$ cat config.mk
export PLATFORM = sky130hd
export DESIGN_NAME = ibp_port
export DESIGN_NICKNAME = d
export VERILOG_FILES = /design/src/inc/ibp_pkg.sv /design/src/verilog/ibp_fifo.sv /design/src/verilog/ibp_port.sv
export SDC_FILE = /design/constraint.sdc
export NUM_CORES = 1
export LEC_CHECK = 0
export BUFFER_PORTS_ARGS = -buffer_cell sky130_fd_sc_hd__buf_2
export CORE_ASPECT_RATIO = 0.7
export CORE_UTILIZATION = 50
export CTS_BUF_LIST = sky130_fd_sc_hd__clkbuf_2
export CTS_CLUSTER_DIAMETER = 100
export CTS_CLUSTER_SIZE = 20
export DETAILED_ROUTE_END_ITERATION = 10
export PLACE_DENSITY = 0.78
export SLEW_MARGIN = 25
export SYNTH_ARGS = -nofsm -noshare
export SYNTH_HDL_FRONTEND = slang
export SYNTH_SLANG_ARGS = --single-unit
$ cat constraint.sdc
create_clock -name core_clk -period 3.7 [get_ports core_clk]
set_clock_uncertainty 0.05 [all_clocks]
set_input_delay 0.555 -clock core_clk [delete_from_list [all_inputs] [get_ports core_clk]]
set_output_delay 0.555 -clock core_clk [all_outputs]
set_load 0.03 [all_outputs]
$ cat src/inc/ibp_pkg.sv
package ibp_pkg;
  // Bus command codes, seven bits, parity bit ignored
  localparam logic [6:0] CMD_GTL = 7'h01;
  localparam logic [6:0] CMD_SDC = 7'h04;
  localparam logic [6:0] CMD_GET = 7'h08;
  localparam logic [6:0] CMD_LLO = 7'h11;
  localparam logic [6:0] CMD_DCL = 7'h14;
  localparam logic [6:0] CMD_SPE = 7'h18;
  localparam logic [6:0] CMD_SPD = 7'h19;
  localparam logic [6:0] CMD_UNL = 7'h3f;
  localparam logic [6:0] CMD_UNT = 7'h5f;
  localparam logic [1:0] GRP_UNIV = 2'h0;
  localparam logic [1:0] GRP_LISTEN = 2'h1;
  localparam logic [1:0] GRP_TALK = 2'h2;
  localparam logic [1:0] GRP_SECOND = 2'h3;
  // Switch k sits on dip_sw[k-1]; switch 8 carries weight 1
  localparam int SW_MODE = 0;
  localparam int SW_ADDR_HI = 7;
  localparam logic [4:0] DEF_ADDR = 5'h06;
  localparam int STB_SRQ = 6;
  localparam int STB_ERR = 0;
  localparam logic [7:0] CH_CR = 8'h0d;
  localparam logic [7:0] CH_LF = 8'h0a;
  localparam logic [7:0] CH_SP = 8'h20;
  localparam logic [7:0] CH_LOWER = 8'h20;
  localparam logic [7:0] CH_A = 8'h41;
  localparam logic [7:0] CH_Z = 8'h5a;
  localparam logic [7:0] CH_LA = 8'h61;
  localparam logic [7:0] CH_LZ = 8'h7a;
  localparam logic [7:0] CH_0 = 8'h30;
  localparam logic [7:0] CH_9 = 8'h39;
  localparam int NUM_SLOTS = 26;
  localparam logic [4:0] TRIG_CAT = 5'h13;
  localparam logic [7:0] TRIG_OPT_A = 8'h32;
  localparam logic [7:0] TRIG_OPT_B = 8'h33;
  localparam int CLK_PERIOD_NS = 4;
  localparam int SETTLE_NS = 2000;
  localparam int SETTLE_CYC = (SETTLE_NS + CLK_PERIOD_NS - 1) / CLK_PERIOD_NS;
  localparam int LISTEN_PULSE_MS = 100;
  localparam int LISTEN_PULSE_CYC = LISTEN_PULSE_MS * 1000000 / CLK_PERIOD_NS;
  localparam int FIFO_DEPTH = 16;

  // Lines as sampled at the connector: low means asserted
  typedef struct packed {
    logic [7:0] dio_n;
    logic eoi_n;
    logic dav_n;
    logic nrfd_n;
    logic ndac_n;
    logic atn_n;
    logic ifc_n;
    logic ren_n;
  } ibp_bus_in_t;

  typedef struct packed {
    logic [7:0] dio;
    logic eoi;
    logic dav;
    logic nrfd;
    logic ndac;
    logic srq;
  } ibp_bus_drv_t;

  typedef struct packed {
    logic [7:0] data;
    logic eoi;
  } ibp_word_t;

  typedef struct packed {
    logic remote;
    logic listen;
    logic talk;
    logic lockout;
  } ibp_ind_t;

  typedef enum logic [1:0] {AH_IDLE, AH_READY, AH_ACCEPT} ibp_ah_t;
  typedef enum logic [1:0] {SH_IDLE, SH_SETTLE, SH_WAIT_RFD, SH_DAV} ibp_sh_t;
  typedef enum logic {P_LETTER, P_OPTION} ibp_par_t;
endpackage : ibp_pkg

$ cat src/verilog/ibp_fifo.sv
module ibp_fifo #(
  parameter int WIDTH = 9,
  parameter int DEPTH = 16
) (
  input wire logic core_clk,
  input wire logic srst,
  input wire logic ce,
  input wire logic in_valid,
  output logic in_ready,
  input wire logic [WIDTH-1:0] in_data,
  output logic out_valid,
  input wire logic out_ready,
  output logic [WIDTH-1:0] out_data
);
  // Pointers wrap by overflow, so DEPTH must be a power of two
  localparam int AW = $clog2(DEPTH);
  localparam logic [AW:0] FULL_CNT = (AW + 1)'(DEPTH);

  typedef struct packed {
    logic [AW-1:0] wr;
    logic [AW-1:0] rd;
    logic [AW:0] cnt;
  } ibp_fifo_st_t;

  ibp_fifo_st_t s;
  ibp_fifo_st_t next_s;
  logic [WIDTH-1:0] mem [DEPTH];
  logic push;
  logic pop;

  // Not ready while frozen, so a producer never counts a dropped word as taken
  assign in_ready = ce && s.cnt != FULL_CNT;
  assign out_valid = s.cnt != '0;
  assign out_data = mem[s.rd];
  assign push = in_valid && in_ready;
  assign pop = ce && out_ready && out_valid;

  always_comb begin
    next_s = s;
    if (push) begin
      next_s.wr = s.wr + 1'b1;
    end
    if (pop) begin
      next_s.rd = s.rd + 1'b1;
    end
    next_s.cnt = s.cnt + {{AW{1'b0}}, push} - {{AW{1'b0}}, pop};
  end

  always_ff @(posedge core_clk) begin
    if (srst) begin
      s <= '0;
    end else begin
      s <= next_s;
    end
  end

  always_ff @(posedge core_clk) begin
    if (push) begin
      mem[s.wr] <= in_data;
    end
  end
endmodule : ibp_fifo

$ cat src/verilog/ibp_port.sv
// What this block does
// - Full source handshake for every sent byte
// - Full acceptor handshake for every byte offered under attention or as addressed listener
// - Talk only when addressed or talker-only
// - Take device data only when addressed listener
// - No parallel poll, controller, secondary addressing
// - Can assert service request to controller
// - Remote or local operation under bus control
// - Drive remote, listen and talk indicators
// - Lockout ignores push buttons, shows indicator
// - Switch 1 on selects addressable mode
// - Address from off switches 4-8, default 6
// - Switch 1 off: talker-only after power cycle
// - Talker-only: press measures, sends, pulses listen
// - Invalid command flags error, not executed
// - Command letters are case-insensitive
// - One slot per category, last one wins
// - Remote enable: go remote when next addressed to listen
// - Go-to-local leaves remote; lockout locks local
// - Interface clear idles talker and listener
// - Device clear restores default settings
// - Trigger command measures only in bus-trigger modes
// - Poll disable clears bit 6; poll sends status
// - Lockout cleared only by remote enable false
module ibp_port #(
  parameter int SETTLE_CYCLES = ibp_pkg::SETTLE_CYC,
  parameter int LISTEN_PULSE_CYCLES = ibp_pkg::LISTEN_PULSE_CYC,
  parameter int FIFO_DEPTH = ibp_pkg::FIFO_DEPTH
) (
  input wire logic core_clk,
  input wire logic srst,
  input wire logic ce,
  input wire ibp_pkg::ibp_bus_in_t bus_in,
  output ibp_pkg::ibp_bus_drv_t bus_out,
  output ibp_pkg::ibp_bus_drv_t bus_oe,
  input wire logic [7:0] dip_sw,
  input wire logic tx_valid,
  output logic tx_ready,
  input wire ibp_pkg::ibp_word_t tx_word,
  input wire logic panel_press,
  output logic panel_press_ok,
  output logic meas_start,
  input wire logic srq_req,
  input wire logic [7:0] status_in,
  input wire logic [4:0] slot_sel,
  output logic [7:0] slot_val,
  output logic cmd_commit,
  output logic dev_clear,
  output logic talker_only,
  output ibp_pkg::ibp_ind_t indicators
);
  import ibp_pkg::*;

  localparam int CW = $clog2(SETTLE_CYCLES + 1);
  localparam int PW = $clog2(LISTEN_PULSE_CYCLES + 1);

  typedef struct packed {
    ibp_bus_in_t s1;
    ibp_bus_in_t s2;
    logic [7:0] dip1;
    logic [7:0] dip2;
    logic [1:0] cfg_cnt;
    logic cfg_done;
    logic ton;
    logic [4:0] addr;
    ibp_ah_t ah;
    ibp_sh_t sh;
    logic [CW-1:0] sh_cnt;
    logic [PW-1:0] pulse_cnt;
    ibp_word_t sh_word;
    logic sh_poll;
    logic ladr;
    logic tadr;
    logic spms;
    logic remote;
    logic lockout;
    logic rsv;
    logic err;
    ibp_par_t par;
    logic [4:0] letter;
    logic [NUM_SLOTS-1:0][7:0] slots;
    logic meas_start;
    logic dev_clear;
    logic commit;
    logic press_ok;
    ibp_bus_drv_t oe;
  } ibp_port_st_t;

  ibp_port_st_t s;
  ibp_port_st_t next_s;
  logic addressable;
  logic atn;
  logic dav;
  logic nrfd_l;
  logic ndac_l;
  logic ifc;
  logic ren;
  logic part;
  logic ah_take;
  logic talk_ok;
  logic trig_mode;
  logic spd_hit;
  logic fifo_valid;
  logic fifo_pop;
  ibp_word_t fifo_word;
  logic [7:0] rx;
  logic [6:0] cmd;
  logic [7:0] ch;
  logic [7:0] stb;
  logic is_letter;
  logic is_digit;

  // Only the second synchroniser stage is read from here on
  assign addressable = s.cfg_done && !s.ton;
  assign atn = addressable && !s.s2.atn_n;
  assign dav = !s.s2.dav_n;
  assign nrfd_l = !s.s2.nrfd_n;
  assign ndac_l = !s.s2.ndac_n;
  assign ifc = addressable && !s.s2.ifc_n;
  assign ren = !s.s2.ren_n;
  assign rx = ~s.s2.dio_n;
  assign cmd = rx[6:0];
  assign part = addressable && (atn || s.ladr);
  assign ah_take = s.ah == AH_READY && dav && part;
  assign talk_ok = addressable ? (s.tadr && !atn) : (s.cfg_done && s.ton);
  assign trig_mode = s.slots[TRIG_CAT] == TRIG_OPT_A || s.slots[TRIG_CAT] == TRIG_OPT_B;
  assign spd_hit = ah_take && atn && cmd == CMD_SPD;
  // Pop only once the byte is fully taken, so an aborted byte is resent
  assign fifo_pop = s.sh == SH_DAV && !ndac_l && talk_ok && !s.sh_poll && !ifc;

  ibp_fifo #(
    .WIDTH($bits(ibp_word_t)),
    .DEPTH(FIFO_DEPTH)
  ) u_fifo (
    .core_clk(core_clk),
    .srst(srst),
    .ce(ce),
    .in_valid(tx_valid),
    .in_ready(tx_ready),
    .in_data(tx_word),
    .out_valid(fifo_valid),
    .out_ready(fifo_pop),
    .out_data(fifo_word)
  );

  always_comb begin
    next_s = s;
    next_s.s1 = bus_in;
    next_s.s2 = s.s1;
    next_s.dip1 = dip_sw;
    next_s.dip2 = s.dip1;
    next_s.meas_start = 1'b0;
    next_s.dev_clear = 1'b0;
    next_s.commit = 1'b0;
    stb = status_in;
    stb[STB_SRQ] = s.rsv;
    stb[STB_ERR] = s.err;
    ch = rx;
    if (rx >= CH_LA && rx <= CH_LZ) begin
      ch = rx & ~CH_LOWER;
    end
    is_letter = ch >= CH_A && ch <= CH_Z;
    is_digit = ch >= CH_0 && ch <= CH_9;
    next_s.press_ok = panel_press && !s.lockout && !s.ton;
    if (s.ton && panel_press) begin
      next_s.meas_start = 1'b1;
    end
    // Straps are caught once the synchroniser has filled, never again until reset
    if (!s.cfg_done) begin
      if (s.cfg_cnt == 2'h3) begin
        next_s.cfg_done = 1'b1;
        next_s.ton = !s.dip2[SW_MODE];
        for (int i = 0; i < 5; i++) begin
          next_s.addr[i] = !s.dip2[SW_ADDR_HI-i];
        end
        if (next_s.addr == 5'h00) begin
          next_s.addr = DEF_ADDR;
        end
      end else begin
        next_s.cfg_cnt = s.cfg_cnt + 2'h1;
      end
    end
    if (!ren) begin
      next_s.remote = 1'b0;
      next_s.lockout = 1'b0;
    end
    unique case (s.ah)
      AH_IDLE: begin
        if (part) begin
          next_s.ah = AH_READY;
        end
      end
      AH_READY: begin
        if (ah_take) begin
          next_s.ah = AH_ACCEPT;
        end else if (!part) begin
          next_s.ah = AH_IDLE;
        end
      end
      AH_ACCEPT: begin
        if (!dav) begin
          next_s.ah = part ? AH_READY : AH_IDLE;
        end
      end
      default: next_s.ah = AH_IDLE;
    endcase
    if (ah_take && atn) begin
      unique case (cmd[6:5])
        GRP_LISTEN: begin
          if (cmd == CMD_UNL) begin
            next_s.ladr = 1'b0;
          end else if (cmd[4:0] == s.addr) begin
            next_s.ladr = 1'b1;
            next_s.tadr = 1'b0;
            if (ren) begin
              next_s.remote = 1'b1;
            end
          end
        end
        GRP_TALK: begin
          // Any other talk address untalks us
          next_s.tadr = cmd != CMD_UNT && cmd[4:0] == s.addr;
          // Never listen to our own bytes: they would be parsed as commands
          if (next_s.tadr) begin
            next_s.ladr = 1'b0;
          end
        end
        // Secondary addresses and parallel poll setup fall through untouched
        GRP_SECOND: ;
        GRP_UNIV: begin
          if (cmd == CMD_LLO && ren) begin
            next_s.lockout = 1'b1;
          end
          if (cmd == CMD_GTL && s.ladr) begin
            next_s.remote = 1'b0;
          end
          if (cmd == CMD_SPE) begin
            next_s.spms = 1'b1;
          end
          if (cmd == CMD_SPD) begin
            next_s.spms = 1'b0;
            next_s.rsv = 1'b0;
          end
          if (cmd == CMD_GET && s.ladr && trig_mode) begin
            next_s.meas_start = 1'b1;
          end
          if (cmd == CMD_DCL || (cmd == CMD_SDC && s.ladr)) begin
            next_s.slots = '0;
            next_s.err = 1'b0;
            next_s.par = P_LETTER;
            next_s.dev_clear = 1'b1;
          end
        end
      endcase
    end else if (ah_take && s.ladr) begin
      unique case (s.par)
        P_LETTER: begin
          if (is_letter) begin
            next_s.letter = 5'(ch - CH_A);
            next_s.par = P_OPTION;
          end else if (ch != CH_CR && ch != CH_LF && ch != CH_SP) begin
            next_s.err = 1'b1;
          end
        end
        P_OPTION: begin
          next_s.par = P_LETTER;
          if (is_letter || is_digit) begin
            next_s.slots[s.letter] = ch;
          end else begin
            next_s.err = 1'b1;
          end
        end
      endcase
      if (!s.s2.eoi_n || rx == CH_LF) begin
        next_s.commit = 1'b1;
        if (next_s.par == P_OPTION) begin
          next_s.par = P_LETTER;
          next_s.err = 1'b1;
        end
      end
    end
    if (s.pulse_cnt != '0) begin
      next_s.pulse_cnt = s.pulse_cnt - 1'b1;
    end
    unique case (s.sh)
      SH_IDLE: begin
        if (talk_ok && addressable && s.spms) begin
          next_s.sh_word = '{data: stb, eoi: 1'b0};
          next_s.sh_poll = 1'b1;
          next_s.sh = SH_SETTLE;
          next_s.sh_cnt = CW'(SETTLE_CYCLES - 1);
        end else if (talk_ok && fifo_valid) begin
          next_s.sh_word = fifo_word;
          next_s.sh_poll = 1'b0;
          next_s.sh = SH_SETTLE;
          next_s.sh_cnt = CW'(SETTLE_CYCLES - 1);
        end
      end
      SH_SETTLE: begin
        if (!talk_ok) begin
          next_s.sh = SH_IDLE;
        end else if (s.sh_cnt == '0) begin
          next_s.sh = SH_WAIT_RFD;
        end else begin
          next_s.sh_cnt = s.sh_cnt - 1'b1;
        end
      end
      SH_WAIT_RFD: begin
        if (!talk_ok) begin
          next_s.sh = SH_IDLE;
        end else if (!nrfd_l) begin
          next_s.sh = SH_DAV;
        end
      end
      SH_DAV: begin
        if (!talk_ok) begin
          next_s.sh = SH_IDLE;
        end else if (!ndac_l) begin
          next_s.sh = SH_IDLE;
          if (s.sh_poll) begin
            next_s.rsv = 1'b0;
          end
          if (s.ton) begin
            next_s.pulse_cnt = PW'(LISTEN_PULSE_CYCLES);
          end
        end
      end
    endcase
    if (ifc) begin
      next_s.ladr = 1'b0;
      next_s.tadr = 1'b0;
      next_s.ah = AH_IDLE;
      next_s.sh = SH_IDLE;
    end
    // A request in the same cycle as a clear is kept
    if (srq_req) begin
      next_s.rsv = 1'b1;
    end
    next_s.oe.ndac = next_s.ah == AH_READY;
    next_s.oe.nrfd = next_s.ah == AH_ACCEPT;
    next_s.oe.dio = next_s.sh != SH_IDLE ? next_s.sh_word.data : 8'h00;
    next_s.oe.eoi = next_s.sh != SH_IDLE && next_s.sh_word.eoi;
    next_s.oe.dav = next_s.sh == SH_DAV;
    next_s.oe.srq = next_s.rsv;
  end

  always_ff @(posedge core_clk) begin
    if (srst) begin
      s <= '0;
    end else if (ce) begin
      s <= next_s;
    end
  end

  // Open-collector drivers: a driven line is always pulled low
  assign bus_out = '0;
  assign bus_oe = s.oe;
  assign panel_press_ok = s.press_ok;
  assign meas_start = s.meas_start;
  assign slot_val = slot_sel < NUM_SLOTS ? s.slots[slot_sel] : 8'h00;
  assign cmd_commit = s.commit;
  assign dev_clear = s.dev_clear;
  assign talker_only = s.ton;
  assign indicators = '{
    remote: s.remote,
    listen: s.ladr || s.pulse_cnt != '0,
    talk: s.tadr || s.ton,
    lockout: s.lockout
  };
endmodule : ibp_port

Yosys cells after proc, flatten, opt, wreduce, memory -nomap -nowiden
Memory sizes are Yosys's and may differ from the RTL's. A register that Yosys moved wholly into a read port is not among the register bits.
Cells that the tools add are included.
{ "op_classes": {"add_sub_neg": 8, "order_cmp": 10, "eq_ne": 37, "muxes": 92, "n_bitwise": 5, "n_reduce_logical": 86} }
{ "op_table": {"columns": ["operator", "n"], "rows": [
  ["208-bit 2-to-1 mux", 4],
  ["215-bit 2-to-1 mux", 1],
  ["210-bit 2-to-1 mux", 1],
  ["208-bit bitwise mux", 1],
  ["25-bit 2-to-1 mux", 5],
  ["8-bit binary-select mux with 5-bit select", 1],
  ["8-bit demux with 5-bit select", 1],
  ["2-bit 2-to-1 mux", 20],
  ["1-bit logical AND", 37],
  ["8-bit 2-to-1 mux", 4],
  ["1-bit 2-to-1 mux", 30],
  ["10-bit 2-to-1 mux", 3],
  ["7-bit by 5-bit equality test with 1-bit output (second input constant)", 4],
  ["25-bit nonzero test", 1],
  ["25-bit by 1-bit subtractor with 25-bit output (second input constant)", 1],
  ["11-bit 2-to-1 mux", 2],
  ["5-bit AND reduction", 4],
  ["6-bit 2-to-1 mux", 3],
  ["9-bit 2-to-1 mux", 2],
  ["9-bit case mux with 2 select lines", 1],
  ["8-bit by 6-bit equality test with 1-bit output (second input constant)", 2],
  ["8-bit by 7-bit greater-or-equal comparator with 1-bit output (second input constant)", 2],
  ["8-bit by 7-bit less-or-equal comparator with 1-bit output (second input constant)", 2],
  ["1-bit zero test", 16],
  ["46 further kinds", 90]
]} }
{ "word_totals": {"reg_bits": 353, "mem_bits_rw": 144, "inputBits": 51, "out_inout_bits": 44, "word_cells": 315, "memories": 1} }
{ "memory_table": {"columns": ["name", "depth", "word_bits", "read_ports", "rd_ports_with_merged_regs", "wr", "line", "source"], "rows": [
  ["u_fifo.mem", 16, 9, 1, 1, 1, "ibp_fifo.sv:27", "logic [WIDTH-1:0] mem [DEPTH];"]
]} }

Longest topological paths before layout
Gate-level depths: netlist (run 1).
{ "depth": {"ltp_word": 16, "mapped_depth": 15, "ltp_nobuf": 15} }

Modules after synthesis
Synthesis (run 1) repeated with hierarchy kept, for this count alone.
{ "unflattened": {"cells_unflattened": 1994, "area_unflattened_um2": 22112.5} }
{ "modules_own_cells": {"columns": ["module", "n_inst", "cells_per_inst", "area_per_inst_um2", "seq_area_each_um2"], "rows": [
  ["ibp_port", 1, 1664, 15755.1, 6726.5],
  ["ibp_fifo", 1, 330, 6357.3, 4664.5]
]} }

Least setup slack after synthesis (run 1)
OpenSTA, ideal clock, no wires.
{ "synth_timing": {"kind": "input -> output", "start": "input slot_sel[0]", "end": "output slot_val[2]", "t_arrival_ns": 2.663, "required_time_ns": 3.095, "setup_slack_ns": 0.432, "path_stages": 8, "n_path_buf": 3, "cell_sequence": "buf_2 buf_2 buf_2 mux4_2 a22oi_1 nor2_1 o21ai_0 o21ai_0"} }
{ "synth_between": {"elab_chain_cells": 3, "word_cells_on_any_way": 4, "classes_between": "order compare (1); mux (3)"} }
{ "synth_rtl": {"columns": ["item", "line", "source"], "rows": [
  ["start, declared", "ibp_port.sv:45", "input wire logic [4:0] slot_sel,"],
  ["8-bit binary-select mux with 5-bit select", "ibp_port.sv:360", "assign slot_val = slot_sel < NUM_SLOTS ? s.slots[slot_sel] : 8'h00;"],
  ["8-bit 2-to-1 mux (implied by the code)", "ibp_port.sv:360", null],
  ["8-bit 2-to-1 mux *", "ibp_port.sv:360", null],
  ["end, declared", "ibp_port.sv:46", "output logic [7:0] slot_val,"]
]} }
Mark *: on every way between the ends. The rest lies on a longest branch, timed or not. The select of a mux whose other input is x is not followed.

==> results.toml, run 1 <==
[synth]
postSynthAreaPerCell_um2 = 11.9
yosysTopAreaCell = "dfxtp_1"
synth_area_um2 = 20900
ys_warn_count = 0
synth.area.top_cells = "dfxtp_1 (34%), edfxtp_1 (21%), mux4_2 (9.9%), o2bb2ai_1 (5.3%), mux2i_1 (3.2%)"
synth_edf_count = 144
async_flop_share = 0
ys_types = 77
seq_area_frac_synth = 0.544
synth.top_cell.area_share = 0.337
syn_inst = 1766
ys.flop_type = "dfxtp_1"
ys_ff_latch = 497

[detailed_routing]
num_vias = 15034
drc = 0
first_pass_iters = 6
wl_mm = 53.1
viasPerCell = 6.20
post_drt_wl_per_cell_um = 21.9
drt_iter0_markers = 1694
antenna_left = 0

[final_layout]
layout_commonest_cell = "dfxtp_1"
fin_nets = 1940
final_cells = 2424
drive_above_1_share = 0.178
area_growth_pct = 8.37
final_cell_mix = "dfxtp_1 (346), nor2_1 (164), edfxtp_1 (144), o2bb2ai_1 (127), mux4_2 (92)"

[clock_network]
path_clk_slew_ns = 0.36
cts_sinks = 497
ctsHtreeMaxLevel = 1
cts_buffer_depth = 3
clockRootBuffer = "clkbuf_2"
cts_tree = "yes"
clk_latency_ns = 1.15
cts_buffers = 28

[placed_design]
io_buffers = 77
place_ws_ns = 0.411
gp_congestion = 0.893
dp_hpwl_mm = 36.0
dp_cells = 2335

[setup_path]
cp-start-kind = "flip-flop"
arrival_ns = 2.99
end_kind = "output port"
path_max_fanout = 2
required_ns = 3.09
timing_worst_setup_path_type = "flip-flop to output port"

[hold_path]
min_path_type = "input pin to flip-flop"

[sta]
max_slew_margin = 0.222
worst_pin_slew_ns = 1.16
fin_crit_sh = 0.971
hold_viol_final = 0
rsz0062_at_grt = "yes"
fmax_ghz = 0.278
fin_ws_ns = 0.107
period_needed_ns = 3.59
setup-violations-final = 0
slew_viol_final = 0

[floorplanning]
initial_utilization = 0.509
core_um2 = 41100
num_io_pins = 95
die_w_um = 247
dieArea_um2 = 42700
fp-row-count = 62
fp.dieH_um = 173

[run]
cap_violations = 0

[global_route]
gr-usage-all-layers = 0.248
grt_pass1_wl_mm = 82.9
grt_max_degree = 78
antenna_found_initial = 1
gr-total-overflow = 0
first_global_vias = 14458

[power_and_ir_drop]
power.leakage_nw = 7.94
power.density_nw_per_um2 = 403
peakVddDrop_uv = 332

[status]
status = "finished, final reports clean"
-- cells in the mapped netlist, drive strengths merged (7+ instances only) --
| master | count |
|---|---|
| a22oi | 10 |
| clkbuf | 75 |
| a21oi | 78 |
| nand3 | 13 |
| nand2b | 24 |
| a211oi | 21 |
| nor3 | 30 |
| mux4 | 92 |
| a22o | 57 |
| mux2i | 67 |
| nor2b | 9 |
| xnor2 | 27 |
| buf | 60 |
| inv | 32 |
| ha | 19 |
| or4 | 7 |
| and3 | 14 |
| or3 | 18 |
| edfxtp | 144 |
| o2bb2ai | 127 |
| nor4b | 7 |
| o21ai | 76 |
| dfxtp | 353 |
| nor2 | 166 |
| nor4 | 11 |
| nand4 | 7 |
| nand2 | 84 |
| or2 | 9 |
| mux2 | 11 |
| and2 | 32 |
| xor2 | 8 |
| nand3b | 8 |
-- logic make-up after synthesis --
group	after synthesis	share of synthesized area
and+or+nand+nor	459	0.112
adders and majority gates	21	0.0128
muxes	170	0.137
AOI/OAI and AO/OA	415	0.144
buffers and inverters	168	0.0364
other	1	0.000179
DFF	497	0.544
xor gates and xnor gates	35	0.0146
-- flip-flops by register name (all words and copies together), names as in the netlist, named ones only --
signal / flops
u_fifo.s: 13
meas_start: 1
next_s: 21
s: 295
dev_clear: 1
u_fifo.mem: 144
indicators: 2
talker_only: 1
cmd_commit: 1
panel_press_ok: 1
bus_oe: 13
-- layer usage --
| layer | GRT usage | share of wire | vias to the layer above |
|---|---|---|---|
| met5 | 0 | 0 | - |
| met4 | 0.0751 | 0.032 | 0 |
| met3 | 0.0463 | 0.094 | 105 |
| met2 | 0.363 | 0.44 | 742 |
| met1 | 0.373 | 0.44 | 7397 |
| li1 | - | - | 6790 |
-- path summary, 6_finish.rpt --
path / startpoint / end / slack [ns] / cells past startpoint
min: dip_sw[5] / next_s[300] / 0.14 / 4
max reg2reg: s[318] / s[170] / 0.28 / 7
min reg2reg: s[258] / s[258] / 0.44 / 2
max: s[264] / indicators[2] / 0.11 / 5
-- critical path, stage by stage, from the launching register on --
cell	delay, ns
dfxtp_2	0.41
or4_4	0.55
nor3_4	0.19
nand2_1	0.09
or4_1	0.52
buf_2	0.20
-- metrics by stage --
step / utilization / TNS (ns) / total power, mW / hold slack (ns) / cell area (µm²)
2_1_floorplan: - / 0 / 6.92 / 0.374 / 21000
3_3_place_gp: 0.535 / 0 / 7.16 / 0.385 / 22000
3_5_place_dp: 0.535 / 0 / 7.23 / 0.388 / 22000
4_1_cts: 0.552 / 0 / 9.15 / 0.0681 / 22700
5_1_grt: 0.552 / -0.0371 / 9.53 / 0.0994 / 22700
6_report: 0.552 / 0 / 9.15 / 0.138 / 22700
-- final cells by class --
cell class                      instances  area (µm²)
Clock inverter                          2        13.8
Antenna cell                            1        2.50
Timing Repair Buffer                  196        1420
Tap cell                              544         681
Inverter                               33         124
Fill cell                            3307       18400
Multi-Input combinational cell       1113        8860
Sequential cell                       497       11400
Clock buffer                           38         190
-- timing repair --
action	in CTS	in global routing
resized for setup	7	5
hold buffers	43	0
hold endpoints to repair	279	0
pin swaps	1	1
endpoints found under the setup margin	1	10
setup buffers	5	0
-- where the power goes --
| group | total [mW] | internal (mW) | switching [mW] | leakage (nW) |
|---|---|---|---|---|
| clock | 1.86 | 0.269 | 1.59 | 0.166 |
| sequential | 5.88 | 5.77 | 0.118 | 4.15 |
| combinational | 1.40 | 0.600 | 0.805 | 3.62 |
Note: power is estimated with default switching activity, not from simulation.
==> inputs of run 2 (changes only) <==
--- a/config.mk
+++ b/config.mk
@@ -5,14 +5,14 @@
 export SDC_FILE = /design/constraint.sdc
 export NUM_CORES = 1
 export LEC_CHECK = 0
-export BUFFER_PORTS_ARGS = -buffer_cell sky130_fd_sc_hd__buf_2
 export CORE_ASPECT_RATIO = 0.7
 export CORE_UTILIZATION = 50
 export CTS_BUF_LIST = sky130_fd_sc_hd__clkbuf_2
 export CTS_CLUSTER_DIAMETER = 100
 export CTS_CLUSTER_SIZE = 20
 export DETAILED_ROUTE_END_ITERATION = 10
-export PLACE_DENSITY = 0.78
+export DONT_BUFFER_PORTS = 1
+export PLACE_DENSITY = 0.76
 export SLEW_MARGIN = 25
 export SYNTH_ARGS = -nofsm -noshare
 export SYNTH_HDL_FRONTEND = slang
==> constraint.sdc (replaced) <==
create_clock -name core_clk -period 4.3 [get_ports core_clk]
set_clock_uncertainty 0.05 [all_clocks]
set_input_delay 0.645 -clock core_clk [delete_from_list [all_inputs] [get_ports core_clk]]
set_output_delay 0.645 -clock core_clk [all_outputs]
set_load 0.03 [all_outputs]
==> run 2 against run 1 <==
  * Combinational power is 26% lower
  * Largest cell class unchanged
  * Sequential share of layout area is 1.4 points higher
  * Non-clock buffer count is 118 lower
  * Largest power group unchanged
  * Via count is 2.9% lower
==> results.toml, run 2 (synthesis gave the netlist of run 1 again) <==
[sta]
fin_crit_sh = 0.921
rsz0062_at_grt = "no"
fmax_ghz = 0.252
slew_viol_final = 0
worst_pin_slew_ns = 1.07
hold_viol_final = 0
tns_ns = 0
period_needed_ns = 3.96
max_slew_margin = 0.281
setup-violations-final = 0

[clock_network]
ctsHtreeMaxLevel = 1
cts_sinks = 497
cts_buffer_depth = 3
clockRootBuffer = "clkbuf_2"
cts_buffers = 28
cts_tree = "yes"
path_clk_slew_ns = 0.34
clk_latency_ns = 1.12

[placed_design]
dp_cells = 2210
io_buffers = 0
dp_hpwl_mm = 34.3
gp_congestion = 0.874

[setup_path]
r2r-start = "s[318]"
end_kind = "output port"
timing_worst_setup_path_type = "flip-flop to output port"
max_stage_delay_ns = 0.71
crit_path_top_delay_cell = "or4_1"
cp-start-kind = "flip-flop"
path_max_fanout = 5
reg2reg_to = "s[158]"
arrival_ns = 3.27
required_ns = 3.61
r2r_slack_ns = 0.63
crit_path_cell_trace = "or4_4 -> nor3_1 -> nand2_1 -> or4_1"
reg2regPathDepth = 9

[power_and_ir_drop]
clkPwrFrac = 0.208
intPower_mw = 5.63
peakVddDrop_uv = 320
p_total_mw = 7.71
comb_power_share = 0.135
power.density_nw_per_um2 = 350
p_switching_mw = 2.09
seqPwrFrac = 0.657
swShare = 0.270
power.leakage_nw = 7.40

[detailed_routing]
antenna_left = 0
drt_iter0_markers = 1459
drc = 0
first_pass_iters = 6
viasPerCell = 6.33
num_vias = 14594
wl_mm = 52.2
post_drt_wl_per_cell_um = 22.6

[global_route]
antenna_found_initial = 1
grt_max_degree = 162
first_global_vias = 14325
gr-usage-all-layers = 0.246
gr-total-overflow = 0
grt_pass1_wl_mm = 82.3

[final_layout]
fin_nets = 1822
largest_reg_flops = 295
layout_commonest_cell = "dfxtp_1"
final_cells = 2307
largest_register = "s"
area_growth_pct = 5.31
final_cell_mix = "dfxtp_1 (351), nor2_1 (158), edfxtp_1 (144), o2bb2ai_1 (127), mux4_2 (92)"
drive_above_1_share = 0.117
nFillCells = 3394

[floorplanning]
die_w_um = 247
num_io_pins = 95
core_um2 = 41100
fp.dieH_um = 173
fp-row-count = 62
dieArea_um2 = 42700
initial_utilization = 0.509

[hold_path]
min-delay-start = "ce"
holdPathEnd = "s[83]"
min_path_type = "input pin to flip-flop"
holdPathStages = 3

[run]
cap_violations = 0

[status]
status = "finished, final reports clean"
## run 2: cell count changes in the layout (fill, tap and decap cells not counted), moves of 5 or more
cell and delta:
buf_2 -74, buf_4 -56, dlygate4sd3_1 +10, nor2_1 -6, nor2_2 +6, dfxtp_1 +5, dfxtp_2 -5
## run 2: how the worst max path moves through the flow
stage | start | endpoint | slack (ns)
global route | s[259] | indicators[2] | 0.10
detailed placement | s[318] | s[78] | 0.85
CTS | s[259] | indicators[2] | 0.24
floorplan | slot_sel[0] | slot_val[2] | 0.85
finish | s[259] | indicators[2] | 0.34
global placement | s[318] | s[79] | 0.94
## run 2: repair_timing
| action | 4_1_cts | 5_1_grt |
|---|---|---|
| hold endpoints to repair | 494 | 0 |
| setup buffers | 0 | 0 |
| resized for setup | 0 | 0 |
| hold buffers | 55 | 0 |
## run 2: stage by stage
stage	setup WS (ns)	utilization	cell area (µm²)	hold slack (ns)
after global routing	0.104	0.536	22100	0.00604
final	0.339	0.536	22100	0.0712
after floorplan	0.852	-	21000	0.374
after detailed placement	0.853	0.516	21200	0.389
after global placement	0.942	0.516	21200	0.387
after CTS	0.236	0.536	22000	0.00266
## run 2: routing by layer
metal	up-vias	share of wire	global-route usage
met5	-	0	0
met4	0	0.028	0.0697
met3	89	0.094	0.0406
met2	695	0.43	0.356
met1	7237	0.45	0.378
li1	6573	-	-
## run 2: final cells by class
class	instances	area, µm²	share of cell area
diodes	1	2.50	0.000113
clock buffers	39	195	0.00885
clock inverters	2	13.8	0.000624
inverters	33	124	0.00562
multi-input cells	1113	8860	0.402
flip-flops and latches	497	11400	0.517
well taps	544	681	0.0309
repair buffers	78	783	0.0355
## run 2: power groups by stage
stage          Combinational, mW  Sequential, mW  Clock (mW)
2_1_floorplan              0.839            5.11           0
3_3_place_gp               0.889            5.14           0
3_5_place_dp               0.929            5.15           0
4_1_cts                     1.04            5.07        1.63
5_1_grt                     1.16            5.09        1.79
6_report                    1.04            5.07        1.60
## run 2: worst max-delay path, delay by kind of cell (launching register included)
kind,cells,cell delay (ns)
DFF,1,0.43
and+or+nand+nor,4,1.81
==> inputs of run 3 (changes only) <==
--- a/config.mk
+++ b/config.mk
@@ -7,7 +7,7 @@
 export LEC_CHECK = 0
 export CORE_ASPECT_RATIO = 0.7
 export CORE_UTILIZATION = 50
-export CTS_BUF_LIST = sky130_fd_sc_hd__clkbuf_2
+export CTS_BUF_LIST = sky130_fd_sc_hd__clkbuf_4 sky130_fd_sc_hd__clkbuf_8 sky130_fd_sc_hd__clkbuf_16
 export CTS_CLUSTER_DIAMETER = 100
 export CTS_CLUSTER_SIZE = 20
 export DETAILED_ROUTE_END_ITERATION = 10
==> run 3 against run 2 <==
  * Utilization grew 0.070 points
  * Critical endpoint is now s[75]
  * Flip-flop and latch count did not move
  * Sequential share of layout area fell by 0.067 points
  * Routed wire length increased by 0.22%
  * Fmax up 12%
  * Total power up 14%
  * Largest cell class unchanged
==> results.toml, run 3 (synthesis gave the netlist of run 1 again) <==
[status]
status = "finished, final reports clean"

[sta]
fin_crit_sh = 0.824
max_slew_margin = 0.228
setup-violations-final = 0
slew_viol_final = 0
fmax_ghz = 0.282
hold_viol_final = 0
fin_ws_ns = 0.759
rsz0062_at_grt = "no"
tns_ns = 0
period_needed_ns = 3.54
worst_pin_slew_ns = 1.15
hold_ws_ns = 0.0754

[clock_network]
cts_resized = 0
clockRootBuffer = "clkbuf_16"
postCtsSetupBuffers = 0
path_clk_slew_ns = 0.09
cts_sinks = 497
cts_buffers = 28
clk_latency_ns = 0.61
cts_buffer_depth = 3
ctsHtreeMaxLevel = 1
cts_tree = "yes"
hold_buffers = 0

[power_and_ir_drop]
power.density_nw_per_um2 = 397
peakVddDrop_uv = 422
clkPwrFrac = 0.317
seqPwrFrac = 0.575
swShare = 0.247
comb_power_share = 0.108
power.leakage_nw = 7.38
intPower_mw = 6.60
p_switching_mw = 2.16

[global_route]
gr-total-overflow = 0
antenna_found_initial = 1
grt_pass1_wl_mm = 82.1
first_global_vias = 14106
gr-usage-all-layers = 0.245
grt_max_degree = 162

[detailed_routing]
num_vias = 14339
antenna_left = 0
drc = 0
first_pass_iters = 6
viasPerCell = 6.36
wl_mm = 52.3
drt_iter0_markers = 1465
post_drt_wl_per_cell_um = 23.2

[final_layout]
layout_commonest_cell = "dfxtp_1"
largest_register = "s"
final_cells = 2253
largest_reg_flops = 295
final_cell_mix = "dfxtp_1 (351), nor2_1 (159), edfxtp_1 (144), o2bb2ai_1 (127), mux4_2 (92)"
drive_above_1_share = 0.120
final_cell_area_um2 = 22100
area_growth_pct = 5.44
fin_nets = 1767

[setup_path]
reg2regPathDepth = 9
path_max_fanout = 26
reg2reg_to = "s[75]"
end_kind = "flip-flop"
r2r-start = "s[318]"
timing_worst_setup_path_type = "flip-flop to flip-flop"
arrival_ns = 4.03
crit_path_top_delay_cell = "a21oi_1"
required_ns = 4.79
cp-start-kind = "flip-flop"
crit_path_cell_trace = "inv_1 -> ha_1 -> o21a_1 -> o2111a_1 -> a211oi_2 -> nor3_4 -> buf_4 -> a21oi_1 -> a22o_1"
max_stage_delay_ns = 0.68
r2r_slack_ns = 0.76

[placed_design]
dp_hpwl_mm = 34.3
io_buffers = 0
dp_cells = 2210
gp_congestion = 0.874
place_ws_ns = 0.853
place_area_um2 = 21200

[hold_path]
holdPathStages = 0
min_path_type = "input pin to flip-flop"
min-delay-start = "tx_word[1]"
holdPathEnd = "u_fifo.mem[3][1]"

[floorplanning]
fp-row-count = 62
fp.dieH_um = 173
die_w_um = 247
core_um2 = 41100
num_io_pins = 95
dieArea_um2 = 42700
initial_utilization = 0.509

[run]
cap_violations = 0
[run 3: how the worst max path moves through the flow]
stage	start	to	slack [ns]
after floorplan	slot_sel[0]	slot_val[2]	0.85
after global placement	s[318]	s[79]	0.94
after detailed placement	s[318]	s[78]	0.85
after CTS	s[259]	indicators[2]	0.84
after global routing	s[318]	s[53]	0.45
final	s[318]	s[75]	0.76
[run 3: power by group through the flow]
| stage | combinational [mW] | sequential (mW) | clock [mW] |
|---|---|---|---|
| finish | 0.945 | 5.04 | 2.78 |
| global placement | 0.889 | 5.14 | 0 |
| global route | 1.04 | 5.06 | 2.97 |
| detailed placement | 0.929 | 5.15 | 0 |
| CTS | 0.934 | 5.04 | 2.81 |
| floorplan | 0.839 | 5.11 | 0 |
[run 3: layout make-up]
| class | instances | area, µm² |
|---|---|---|
| Fill cell | 3349 | 19000 |
| Sequential cell | 497 | 11400 |
| Multi-Input combinational cell | 1113 | 8860 |
| Clock buffer | 39 | 783 |
| Tap cell | 544 | 681 |
| Timing Repair Buffer | 23 | 198 |
| Inverter | 33 | 124 |
| Clock inverter | 2 | 35.0 |
| Antenna cell | 2 | 5.00 |
[run 3: worst max-delay path: cells and delay by family (launching register included)]
family | cells | cell delay (ns)
flip-flops | 1 | 0.64
buffers and inverters | 2 | 0.40
AO/OA/AOI/OAI | 5 | 1.97
adder cells (fa/ha/maj) | 1 | 0.32
AND/OR/NAND/NOR | 1 | 0.08
[run 3: routing by layer]
metal,part of all wire,vias to the layer above,track usage
met5,0,-,0
met1,0.44,7194,0.370
met2,0.44,607,0.364
met3,0.090,72,0.0455
li1,-,6466,-
met4,0.022,0,0.0610
[run 3: metrics by stage]
stage	util	power, mW
after floorplan	-	5.95
after global placement	0.516	6.03
after detailed placement	0.516	6.08
after CTS	0.536	8.78
after global routing	0.537	9.08
final	0.537	8.76
